==> config.mk <==
export PLATFORM = sky130hd
export DESIGN_NAME = dcm_match_regs
export DESIGN_NICKNAME = d
export VERILOG_FILES = /design/src/core/dcm_match_regs.v
export VERILOG_INCLUDE_DIRS = /design/src /design/src/core
export SDC_FILE = /design/constraint.sdc
export NUM_CORES = 1
export LEC_CHECK = 0
export BUFFER_PORTS_ARGS = -buffer_cell sky130_fd_sc_hd__buf_2
export CAP_MARGIN = 5
export CORE_ASPECT_RATIO = 1.25
export CORE_UTILIZATION = 47
export CTS_CLUSTER_DIAMETER = 60
export CTS_CLUSTER_SIZE = 30
export DETAILED_ROUTE_END_ITERATION = 6
export GPL_TIMING_DRIVEN = 0
export PLACE_DENSITY_LB_ADDON = 0.15
export SLEW_MARGIN = 15
export SYNTH_ARGS = -nofsm -noshare
export SYNTH_HDL_FRONTEND = slang
export SYNTH_SLANG_ARGS = --single-unit
==> constraint.sdc <==
create_clock -name hclk -period 1.95 [get_ports hclk]
set_input_delay 0.2925 -clock hclk [delete_from_list [all_inputs] [get_ports hclk]]
set_output_delay 0.2925 -clock hclk [all_outputs]
set_load 0.02 [all_outputs]
==> src/core/dcm_defines.vh <==
`ifndef DCM_DEFINES_VH
`define DCM_DEFINES_VH

// ==========================================================
// Register indices; byte address is four times the index
`define DCM_IDX_ADDR_HIGH       6'h29
`define DCM_IDX_ADDR_MID        6'h2a
`define DCM_IDX_ADDR_LOW        6'h2b
`define DCM_IDX_DATA_HIGH       6'h2c
`define DCM_IDX_DATA_LOW        6'h2d
`define DCM_IDX_DATA_HIGH_MASK  6'h2e

// ==========================================================
// Comparator select encodings
`define DCM_SEL_FIRST           2'b00
`define DCM_SEL_SECOND          2'b01
`define DCM_SEL_THIRD           2'b10
`define DCM_SEL_NONE            2'b11

// ==========================================================
// Field layout and reset values
`define DCM_ADDR_HIGH_W         2
`define DCM_ADDR_W              18
`define DCM_DATA_W              16
`define DCM_NUM_CMP             3
`define DCM_RST_ADDR_HIGH       2'h0
`define DCM_RST_BYTE            8'h00

// ==========================================================
// AHB encodings
`define DCM_HTRANS_NONSEQ_BIT   1
`define DCM_HRESP_OKAY          1'b0

`endif

==> src/core/dcm_match_regs.v <==
`timescale 1ns/1ps
`include "dcm_defines.vh"

// Contract
// - Mid register sets expected address bits 15:8
// - Low register sets expected address bits 7:0
// - Address registers readable unless select is 11; writes only disarmed
// - Data registers readable only when select is 00
// - Data writes need select 00 and disarmed
// - Data high holds expected data bits 15:8
// - Data low holds expected data bits 7:0
// - Data bit compared only when mask is 1
// - Data compare skipped while tagging is set
// - Only first comparator has data compare
// - High mask 0 makes data bit don't-care
// - Select field picks visible comparator; 11 none
// - High register sets expected address bits 17:16
module dcm_match_regs (
  input  wire        hclk,
  input  wire        hresetn,
  input  wire        hsel,
  input  wire [31:0] haddr,
  input  wire [1:0]  htrans,
  input  wire        hwrite,
  input  wire [2:0]  hsize,
  input  wire [31:0] hwdata,
  input  wire        hready,
  output reg  [31:0] hrdata,
  output reg         hreadyout,
  output reg         hresp,
  input  wire [1:0]  comparator_select_field,
  input  wire        debug_unit_armed,
  input  wire        first_comparator_tag,
  input  wire [7:0]  data_low_mask,
  input  wire        cpu_access,
  input  wire [17:0] cpu_addr,
  input  wire [15:0] cpu_data,
  output reg  [2:0]  match
);

  // ==========================================================
  // Bus address phase capture
  reg        wr_pend_q;
  reg        rd_pend_q;
  reg [5:0]  idx_q;
  reg        inwin_q;
  wire       take;
  wire       hit;

  assign take = hsel & hready & htrans[`DCM_HTRANS_NONSEQ_BIT];
  // Anything outside the low window is unmapped and reads zero
  assign hit  = (haddr[31:8] == 24'h000000);

  always @(posedge hclk or negedge hresetn) begin
    if (!hresetn) begin
      wr_pend_q <= 1'b0;
      rd_pend_q <= 1'b0;
      idx_q     <= 6'h00;
      inwin_q   <= 1'b0;
    end else begin
      wr_pend_q <= take & hwrite;
      rd_pend_q <= take & ~hwrite;
      if (take) begin
        idx_q   <= haddr[7:2];
        inwin_q <= hit;
      end
    end
  end

  // ==========================================================
  // Write qualification
  wire [7:0] wbyte;
  wire       wr_ok;
  wire       data_ok_sel;

  wire       wr_addr_high;
  wire       wr_addr_mid;
  wire       wr_addr_low;
  wire       wr_data_high;
  wire       wr_data_low;
  wire       wr_data_mask;

  assign wbyte       = hwdata[7:0];
  assign wr_ok       = wr_pend_q & inwin_q & ~debug_unit_armed;
  assign data_ok_sel = (comparator_select_field == `DCM_SEL_FIRST);

  // Address strobes; each comparator adds its own select term
  assign wr_addr_high = wr_ok & (idx_q == `DCM_IDX_ADDR_HIGH);
  assign wr_addr_mid  = wr_ok & (idx_q == `DCM_IDX_ADDR_MID);
  assign wr_addr_low  = wr_ok & (idx_q == `DCM_IDX_ADDR_LOW);

  // Data strobes need select 00, so any other select drops the byte
  assign wr_data_high = wr_ok & data_ok_sel & (idx_q == `DCM_IDX_DATA_HIGH);
  assign wr_data_low  = wr_ok & data_ok_sel & (idx_q == `DCM_IDX_DATA_LOW);
  assign wr_data_mask = wr_ok & data_ok_sel & (idx_q == `DCM_IDX_DATA_HIGH_MASK);

  // ==========================================================
  // Per comparator address registers and match
  wire [`DCM_ADDR_W-1:0] cmp_addr [0:`DCM_NUM_CMP-1];
  wire [2:0]             hit_vec;

  // Data registers of the first comparator
  reg  [7:0] data_high_q;
  reg  [7:0] data_low_q;
  reg  [7:0] data_high_mask_q;
  wire [15:0] dmask;
  wire [15:0] dexp;
  wire        data_match;

  genvar g;
  generate
    for (g = 0; g < `DCM_NUM_CMP; g = g + 1) begin : g_cmp
      reg  [1:0] addr_high_q;
      reg  [7:0] addr_mid_q;
      reg  [7:0] addr_low_q;
      wire       sel_me;

      assign sel_me = ({30'h00000000, comparator_select_field} == g);
      assign cmp_addr[g] = {addr_high_q, addr_mid_q, addr_low_q};

      always @(posedge hclk or negedge hresetn) begin
        if (!hresetn) begin
          addr_high_q <= `DCM_RST_ADDR_HIGH;
        end else if (wr_addr_high && sel_me) begin
          addr_high_q <= wbyte[1:0];
        end
      end

      always @(posedge hclk or negedge hresetn) begin
        if (!hresetn) begin
          addr_mid_q <= `DCM_RST_BYTE;
        end else if (wr_addr_mid && sel_me) begin
          addr_mid_q <= wbyte;
        end
      end

      always @(posedge hclk or negedge hresetn) begin
        if (!hresetn) begin
          addr_low_q <= `DCM_RST_BYTE;
        end else if (wr_addr_low && sel_me) begin
          addr_low_q <= wbyte;
        end
      end

      // Only comparator zero looks at the data bus
      if (g == 0) begin : g_data
        assign hit_vec[g] = (cpu_addr == cmp_addr[g]) & data_match;
      end else begin : g_addr
        assign hit_vec[g] = (cpu_addr == cmp_addr[g]);
      end
    end
  endgenerate

  always @(posedge hclk or negedge hresetn) begin
    if (!hresetn) begin
      data_high_q <= `DCM_RST_BYTE;
    end else if (wr_data_high) begin
      data_high_q <= wbyte;
    end
  end

  always @(posedge hclk or negedge hresetn) begin
    if (!hresetn) begin
      data_low_q <= `DCM_RST_BYTE;
    end else if (wr_data_low) begin
      data_low_q <= wbyte;
    end
  end

  always @(posedge hclk or negedge hresetn) begin
    if (!hresetn) begin
      data_high_mask_q <= `DCM_RST_BYTE;
    end else if (wr_data_mask) begin
      data_high_mask_q <= wbyte;
    end
  end

  // ==========================================================
  // Data comparison
  assign dmask = {data_high_mask_q, data_low_mask};
  assign dexp  = {data_high_q, data_low_q};
  // Tagging makes the match depend on address alone
  assign data_match = first_comparator_tag |
                      (((cpu_data ^ dexp) & dmask) == 16'h0000);

  always @(posedge hclk or negedge hresetn) begin
    if (!hresetn) begin
      match <= 3'h0;
    end else begin
      match <= {3{cpu_access}} & hit_vec;
    end
  end

  // ==========================================================
  // Read mux
  reg [7:0] rsel;
  reg [1:0] rh;
  reg [7:0] rm;
  reg [7:0] rl;

  always @* begin
    rh = 2'h0;
    rm = 8'h00;
    rl = 8'h00;
    case (comparator_select_field)
      `DCM_SEL_FIRST: begin
        rh = cmp_addr[0][17:16];
        rm = cmp_addr[0][15:8];
        rl = cmp_addr[0][7:0];
      end
      `DCM_SEL_SECOND: begin
        rh = cmp_addr[1][17:16];
        rm = cmp_addr[1][15:8];
        rl = cmp_addr[1][7:0];
      end
      `DCM_SEL_THIRD: begin
        rh = cmp_addr[2][17:16];
        rm = cmp_addr[2][15:8];
        rl = cmp_addr[2][7:0];
      end
      default: begin
        rh = 2'h0;
      end
    endcase
    rsel = 8'h00;
    if (inwin_q) begin
      case (idx_q)
        `DCM_IDX_ADDR_HIGH:      rsel = {6'h00, rh};
        `DCM_IDX_ADDR_MID:       rsel = rm;
        `DCM_IDX_ADDR_LOW:       rsel = rl;
        `DCM_IDX_DATA_HIGH:      rsel = data_ok_sel ? data_high_q : 8'h00;
        `DCM_IDX_DATA_LOW:       rsel = data_ok_sel ? data_low_q : 8'h00;
        `DCM_IDX_DATA_HIGH_MASK: rsel = data_ok_sel ? data_high_mask_q : 8'h00;
        default:                 rsel = 8'h00;
      endcase
    end
  end

  // ==========================================================
  // Read answer
  // One wait state so a read right after a write sees the new value
  // Low only in the first data cycle of a read
  always @(posedge hclk or negedge hresetn) begin
    if (!hresetn) begin
      hreadyout <= 1'b1;
    end else if (take && !hwrite) begin
      hreadyout <= 1'b0;
    end else begin
      hreadyout <= 1'b1;
    end
  end

  // Held until the next read completes
  always @(posedge hclk or negedge hresetn) begin
    if (!hresetn) begin
      hrdata <= 32'h00000000;
    end else if (rd_pend_q) begin
      hrdata <= {24'h000000, rsel};
    end
  end

  // No error responses exist in this block
  always @(posedge hclk or negedge hresetn) begin
    if (!hresetn) begin
      hresp <= `DCM_HRESP_OKAY;
    end else begin
      hresp <= `DCM_HRESP_OKAY;
    end
  end

endmodule // dcm_match_regs

## Word level (Yosys, flattened, before mapping)

Index checks and enable logic that the tools add are counted.
Widths: inputs -> output; s select.

| cells by class | value |
|---|---|
| equal/unequal tests | 11 |
| multiplexer cells | 9 |
| bitwise gates (word level) | 20 |
| reduce and logical (&&, ||, !) cells | 14 |

Operator list:

| cell | count |
|---|---|
| $eq 18x18->1 | 3 |
| $pmux 8 s3 | 2 |
| $pmux 8 s6 | 1 |
| $eq 6x6->1 const B | 6 |
| $mux 8 | 4 |
| $logic_not 24->1 | 1 |
| $and 16x16->16 | 1 |
| $logic_not 16->1 | 1 |
| $xor 16x16->16 | 1 |
| $and 1x1->1 | 14 |
| $logic_and 1x1->1 | 10 |
| $pmux 2 s3 | 1 |
| $and 3x3->3 | 1 |
| $eq 2x1->1 const B | 1 |
| $eq 2x2->1 const B | 1 |
| $logic_not 2->1 | 1 |
| $not 1->1 | 2 |
| $logic_not 1->1 | 1 |
| $mux 1 | 1 |
| $or 1x1->1 | 1 |

| word-level totals | value |
|---|---|
| bits in registers | 99 |
| bits of input ports | 121 |
| output and inout bits | 37 |
| logic and storage cells | 73 |

## Depth between registers and ports, before layout

Gate-level depths: netlist of run 1.

| depth | value |
|---|---|
| depth after elaboration | 6 |
| mapped depth | 7 |
| depth with buffers taken out | 5 |

## Worst setup path before layout of run 1

OpenSTA, ideal clock, no wires.

| timing path | value |
|---|---|
| kind | input -> register |
| start | input debug_unit_armed |
| end | register data_high_mask_q[2] |
| library setup time | 0.125 ns |
| data arrival time | 1.806 ns |
| required time | 1.825 ns |
| path slack | 0.019 ns |
| stages on the path | 5 |
| path buffers | 0 |
| path through | nand3b_1 -> or3_4 -> or2_4 -> nor3b_4 -> mux2_2 |

| between the ends | value |
|---|---|
| cells in the longest elaborated chain, start to end | 4 |

RTL lines:

| item | RTL line | source |
|---|---|---|
| from (decl) | dcm_match_regs.v:32 | `input wire debug_unit_armed,` |
| $not 1->1 | dcm_match_regs.v:84 | `assign wr_ok = wr_pend_q & inwin_q & ~debug_unit_armed;` |
| $and 1x1->1 | dcm_match_regs.v:84 |  |
| $and 1x1->1 (2 in a row) | dcm_match_regs.v:95 | `` assign wr_data_mask = wr_ok & data_ok_sel & (idx_q == `DCM_IDX_DATA_HIGH_MASK); `` |
| to (signal assigned) | dcm_match_regs.v:172 | `` data_high_mask_q <= `DCM_RST_BYTE; `` |
| to (signal assigned) | dcm_match_regs.v:174 | `data_high_mask_q <= wbyte;` |
| to (decl) | dcm_match_regs.v:105 | `reg [7:0] data_high_mask_q;` |

No other way between the ends.
A chain may end at the register's enable or synchronous reset.

## Worst setup path in the final report of run 1

| timing path | value |
|---|---|
| start | register inwin_q |
| end | register data_high_mask_q[0] |

| between the ends | value |
|---|---|
| cells in the longest elaborated chain, start to end | 4 |

RTL lines:

| item | RTL line | source |
|---|---|---|
| from (decl) | dcm_match_regs.v:46 | `reg inwin_q;` |
| from (signal assigned) | dcm_match_regs.v:65 | `inwin_q <= hit;` |
| $and 1x1->1 (2 in a row) | dcm_match_regs.v:84 |  |
| $and 1x1->1 (2 in a row) | dcm_match_regs.v:95 |  |

No other way between the ends.

==> results of run 1 <==
==> power by group <==
part / total, W / switching, W / internal [W]
sequential: 0.00211 / 0.0000276 / 0.00208
clock: 0.00177 / 0.000738 / 0.00103
combinational: 0.000575 / 0.000336 / 0.000239
==> flip-flops by register name, indices dropped and copies added, names as in the netlist <==
name / count
g_cmp.addr_low_q: 24
idx_q: 6
data_high_mask_q: 8
hreadyout: 1
data_high_q: 8
wr_pend_q: 1
g_cmp.addr_high_q: 6
g_cmp.addr_mid_q: 24
inwin_q: 1
data_low_q: 8
hrdata: 8
rd_pend_q: 1
match: 3
==> cells in the final DEF, fill, tap and decap left out, types with 5 or more instances in the layout <==
cell,netlist,routed
a21oi_1,11,11
a22o_1,10,10
a22oi_1,11,11
buf_12,0,5
buf_2,6,106
buf_4,25,32
clkbuf_1,7,7
clkbuf_16,0,9
conb_1,1,25
dfrtp_1,98,97
mux2_2,84,66
mux2_4,0,18
mux2i_1,26,26
nand2_1,7,5
nand4_1,14,14
nor2_1,17,15
nor4_1,10,9
o2bb2ai_1,15,15
xnor2_1,48,48
xor2_1,22,22
==> path summary, 6_finish.rpt <==
kind	start	endpoint	slack (ns)
setup / recovery	inwin_q	data_high_mask_q[0]	-0.007
hold reg to reg	hrdata[7]	hrdata[7]	0.51
hold / removal	haddr[7]	idx_q[5]	0.18
max in group asynchronous	hresetn	hreadyout	0.88
setup reg to reg	inwin_q	data_high_mask_q[0]	-0.007
min in group asynchronous	hresetn	g_cmp[1].addr_mid_q[1]	0.38
==> area by class of cell <==
cell class / instances / area (um2) / area share
plain buffers: 38 / 260 / 0.0380
multi-input cells: 340 / 2940 / 0.429
repair buffers: 116 / 707 / 0.103
clock inverters: 2 / 35.0 / 0.00511
clock buffers: 14 / 254 / 0.0371
flip-flops and latches: 99 / 2480 / 0.362
inverters: 3 / 11.3 / 0.00164
well taps: 135 / 169 / 0.0246
==> metrics by stage <==
stage,util,hold slack (ns),setup slack (ns)
6_report,0.612,0.180,-0.00732
5_1_grt,0.612,0.171,-0.0586
4_1_cts,0.600,0.173,-0.161
3_5_place_dp,0.560,0.178,-0.472
3_3_place_gp,0.557,0.497,-0.459
2_1_floorplan,-,-0.00309,0.0191
==> critical path: stages (launching register included) <==
cell      delay [ns]
dfrtp_1         0.36
nand3b_1        0.11
or3_4           0.36
or2_4           0.30
nor3b_4         0.24
buf_12          0.17
mux2_4          0.30
==> per-layer routing <==
layer / wire length, um / track usage / up-vias
li1: - / - / 1926
met1: 6030 / 0.318 / 2040
met2: 7240 / 0.417 / 138
met3: 722 / 0.0382 / 28
met4: 547 / 0.127 / 0
met5: 0 / 0 / -
==> logic make-up (layout without fill, tap and decap cells) <==
logic type | Yosys count | in the layout | synth area share
DFF | 99 | 99 | 0.454
muxes | 110 | 110 | 0.221
AOI/OAI and AO/OA | 59 | 59 | 0.0804
and+or+nand+nor | 76 | 76 | 0.0843
other | 1 | 25 | 0.000686
xor gates and xnor gates | 70 | 70 | 0.112
buffers and inverters | 43 | 173 | 0.0481
==> what timing repair did <==
action                                  in CTS  in global routing
resized for setup                           12                 33
pin swaps                                    7                  6
buffers inserted                             8                  4
endpoints found under the setup margin      86                 71
hold endpoints to repair                    25                  0
hold buffers                                 1                  0
==> impl_results.md, run 1 <==
* Gpl congestion at 0.847
* Setup crit start kind: flip-flop
* Initial antenna violation count at 0
* DP Wirelength at 10700 um
* Synth top cells by count: dfrtp_1, mux2_2, xnor2_1
* Synthesized flop and latch total at 99
* Post-synth ARST share at 1.00
* Share of the synthesized area in the top cell type at 0.449
* Syn Std Cell Area at 0.00546 mm2
* Via density at roughly 5.5
* Vias in the first global route at 4093
* Placed cells at 720
* Sequential share of the synthesized area at 0.454
* Port bufs at 102
* Initial Util at 0.488
* Area contributors post-synth: dfrtp_1, mux2_2, xnor2_1, mux2i_1, xor2_1
* Global-route wire length before repair at around 22000 um
* Root Buffer: clkbuf_16
* PnR worst setup slack at -0.00732 ns
* Ratio of cells with drive above 1 in the final layout at 0.428
* Ports at 158
* Clock skew at 0.00701 ns
* Final Max Slew Viols at 0
* Via count at 4132
* Die X at roughly 98 um
* Post-synth cell types at 42
* Pwr Total at between 0.004 and 0.005 W
* DRC Markers at 4
* N_diodes at 0
* Top_reg_cell synth: dfrtp_1
* Clock period minus worst slack at 1.96 ns
* Achievable Freq at 0.511 GHz
* Die Span Y at 123 um
* Std cell rows at 43
* Design Area, Final at 0.00685 mm2
* CTS clk-pin slew, worst paths at 0.06 ns
* Cell taking the most area after synthesis: dfrtp_1
* Clk sink count at roughly 100
* Final Instance Count excl. Fillers at between 700 and 800
* H-tree depth at 3
* Final TNS setup at -0.0318 ns
* Core area at 0.0112 mm2
* Most frequent cell after synthesis: dfrtp_1
* Status: finished, violations left
* Initial DRT Pass Iterations at 7
* # setup viols final at 8
* Violations in the final reports: design-rule violations, negative setup slack
* Final wirelength at 14500 um
* RSZ-0062 raised after global routing: true
* Worst EP required at 2.18 ns
* Grt ovf at 0
* CP endpoint kind: flip-flop
* FILL cells at 956
* Critical Path AT at 2.19 ns
* Peak supply drop at 470 uV
* Area grow syn2layout at 25.4%
* CTS Buffer Depth at 2
* Hold path cells at 2
* Drt wl/cell at 19.5 um
* Fin crit share at 1.00
* Placement Cell Area at 0.00627 mm2
* DRT antenna net count at 0
* CTS tree: yes
* Slew headroom at 0.535
* Largest net degree at the start of global routing at 75
* Slew @ Worst Pin at roughly 0.69 ns
* Cts bufs inserted at 9
* Syn Area/Cell at 11.9 um2
* Worst min path class: input pin to flip-flop
* Static Leak at 3.29 nW
* WS Path Type: flip-flop to flip-flop
* Hold Vio Cnt, Final at 0
* Worst skew pair latency at 0.35 ns
* Total GRT Usage at 0.250
* FF-to-FF path depth at 6
* Total die area at 0.0121 mm2
* EDFF count, synth at 0
* Critical-path maximum fanout at 8
* Cell Pwr Density at 649 mW/mm2
* DRT iter0 DRCs at 238
* Final Net Count at between 700 and 800
* Max cap viols at 0
* Syn Inst Count at 458
* Yosys warning count at 0
Power figures use the tool's default switching activity.
==> inputs of run 2 (changes only) <==
--- a/config.mk
+++ b/config.mk
@@ -16,4 +16,5 @@
 export GPL_TIMING_DRIVEN = 0
 export PLACE_DENSITY_LB_ADDON = 0.15
+export RECOVER_POWER = 50
 export SLEW_MARGIN = 15
 export SYNTH_ARGS = -nofsm -noshare
==> constraint.sdc (replaced) <==
create_clock -name hclk -period 1.95 [get_ports hclk]
set_input_delay 0.0975 -clock hclk [delete_from_list [all_inputs] [get_ports hclk]]
set_output_delay 0.0975 -clock hclk [all_outputs]
set_load 0.02 [all_outputs]
==> run 2 against run 1 <==
Compared with the run above:
- the flow still finishes with violations (design-rule violations, negative setup slack)
- critical path depth unchanged
- critical endpoint unchanged
- cell area rose by 0.97%
- register-to-register slack about the same
- total power increased by 0.32%
==> impl_results.md, run 2 (synthesis results as in run 1) <==
* Slowest Stage Delay on Critical Path at 0.37 ns (about the same)
* RR Endpoint: data_high_mask_q[0]
* Critical Path AT at 2.19 ns (about the same)
* Placement Cell Area at 0.00627 mm2 (unchanged)
* Slew @ Worst Pin at 1.30 ns (+0.607 ns)
* Final Instance Count excl. Fillers at 754 (+0.94%)
* Most frequent cells in the layout: buf_2, dfrtp_1, mux2_2
* Total GRT Usage at 0.251 (+0.00124)
* Initial antenna violation count at 0 (unchanged)
* Drt wl/cell at 19.5 um (about the same)
* CP endpoint kind: flip-flop
* Top Registers: g_cmp.addr_low_q: 24 flops, g_cmp.addr_mid_q: 24 flops
* CTS Buffer Depth at 2 (unchanged)
* Clock period minus worst slack at 1.96 ns (+0.00246 ns)
* Worst EP required at 2.18 ns (about the same)
* Cts bufs inserted at 9 (unchanged)
* Reg2reg start: inwin_q
* Std cell rows at 43 (unchanged)
* Power Internal at 0.00336 W (+0.24%)
* RSZ-0062 raised after global routing: true
* Ratio of cells with drive above 1 in the final layout at 0.420 (-0.00807)
* WP buf/inv at 1 (unchanged)
* Slew headroom at 0.134 (-0.401)
* Critical-path maximum fanout at 8 (unchanged)
* Clock power share at 0.397 (about the same)
* Crit path capture: data_high_mask_q[0]
* Total die area at 0.0121 mm2 (unchanged)
* # setup viols final at 8 (unchanged)
* Gpl congestion at 0.847 (unchanged)
* PnR worst setup slack at -0.00978 ns (-0.00246 ns)
* DRC Markers at 4 (unchanged)
* Initial DRT Pass Iterations at 7 (unchanged)
* Static Leak at 3.32 nW (+0.77%)
* Worst min path class: input pin to flip-flop
* Final Max Slew Viols at 0 (unchanged)
* Area grow syn2layout at 26.7%
* Critical path startpoint: inwin_q
* CTS tree: yes
* Violations in the final reports: design-rule violations, negative setup slack
* Initial Util at 0.488 (unchanged)
* CP Cell Sequence: nand3b_1 -> or3_4 -> or2_4 -> nor3b_4 -> buf_12 -> mux2_4
* Design Area, Final at 0.00692 mm2 (+0.97%)
* Share of power burned in registers at 0.472 (about the same)
* N_diodes at 0 (unchanged)
* Switch share at 0.248 (+0.000642)
* Ports at 158 (unchanged)
* Via density at 5.53 (about the same)
* Final Net Count at 735 (+0.96%)
* Comb pwr share at 0.131 (+0.002)
* Min Hold Slack at 0.00194 ns (-0.178 ns)
* FILL cells at 951 (-0.52%)
* Largest net degree at the start of global routing at 75 (unchanged)
* Vias in the first global route at 4125 (+0.78%)
* Status: finished, violations left
* DP Wirelength at 10700 um (unchanged)
* Final TNS setup at -0.0594 ns (-0.0276 ns)
* WS Path Type: flip-flop to flip-flop
* Die X at 98.4 um (unchanged)
* R2r setup slk at -0.01 ns (about the same)
* Fin crit share at 1.01 (+0.00126)
* Placed cells at 720 (unchanged)
* Peak supply drop at 474 uV (+0.71%)
* H-tree depth at 3 (unchanged)
* Clk sink count at 99 (unchanged)
* Die Span Y at 123 um (unchanged)
* DRT iter0 DRCs at 191 (-20%)
* Most common cell after layout, fill and taps aside: buf_2
* Achievable Freq at 0.510 GHz (-0.13%)
* Slowest CP cell: dfrtp_1
* Critical path's top delay family: simple AND/OR/NAND/NOR gates
* Worst skew pair latency at 0.35 ns (about the same)
* Via count at 4171 (+0.94%)
* Hold Vio Cnt, Final at 0 (unchanged)
* Global-route wire length before repair at 22500 um (+0.55%)
* Root Buffer: clkbuf_16
* Final wirelength at 14700 um (+1.0%)
* Max cap viols at 0 (unchanged)
* Core area at 0.0112 mm2 (unchanged)
* CTS clk-pin slew, worst paths at 0.06 ns (about the same)
* Clock skew at 0.00696 ns (-0.0000422 ns)
* Cell Pwr Density at 645 mW/mm2 (-0.64%)
* P_sw at 0.00111 W (+0.58%)
* FF-to-FF path depth at 6 (unchanged)
* DRT antenna net count at 0 (unchanged)
* Setup crit start kind: flip-flop
* Grt ovf at 0 (unchanged)
* Port bufs at 102 (unchanged)
* Worst path depth at 6 (unchanged)
## run 2: worst min-delay path, stage by stage
cell and delay (ns):
buf_2 0.07, nor4_1 0.04, nand2_1 0.05, o31ai_1 0.05
## run 2: how the worst min path moves through the flow
stage | from | end | slack [ns] | cells after the start
CTS | haddr[19] | inwin_q | 0.003 | 4
global route | haddr[15] | inwin_q | 0.02 | 4
global placement | hwrite | hreadyout | 0.33 | 3
floorplan | hresetn | data_high_mask_q[0] | -0.20 | 0
detailed placement | hresetn | g_cmp[1].addr_low_q[3] | -0.02 | 1
finish | haddr[16] | inwin_q | 0.002 | 4
## run 2: power groups by stage
stage	registers, W	clock network, W	logic [W]
after floorplan	0.00213	0	0.000308
after global placement	0.00213	0	0.000549
after detailed placement	0.00213	0	0.000566
after CTS	0.00210	0.00180	0.000575
after global routing	0.00211	0.00191	0.000630
final	0.00211	0.00177	0.000584
## run 2: area by class of cell
cell class,count,area (um2),area share
Inverter,3,11.3,0.00163
Tap cell,135,169,0.0244
Clock inverter,2,35.0,0.00506
Clock buffer,14,254,0.0367
Multi-Input combinational cell,340,2940,0.425
Buffer,38,259,0.0374
Sequential cell,99,2480,0.358
Timing Repair Buffer,123,774,0.112
## run 2: what timing repair did
item                                    in CTS  in global routing
endpoints found under the setup margin      86                 71
endpoints found under the hold margin       80                  0
resized for setup                           12                 31
buffers inserted                             8                  4
pin swaps                                    7                  6
hold buffers                                 8                  0
## run 2: stage by stage
step	util	setup slack, ns	total power (W)
5_1_grt	0.618	-0.0586	0.00465
3_3_place_gp	0.557	-0.429	0.00268
6_report	0.618	-0.00978	0.00447
2_1_floorplan	-	0.0339	0.00244
3_5_place_dp	0.560	-0.472	0.00270
4_1_cts	0.606	-0.161	0.00448
## run 2: layer usage
metal / GRT usage / share of wire
met1: 0.318 / 0.42
met2: 0.420 / 0.50
met3: 0.0382 / 0.039
met4: 0.127 / 0.038
met5: 0 / 0
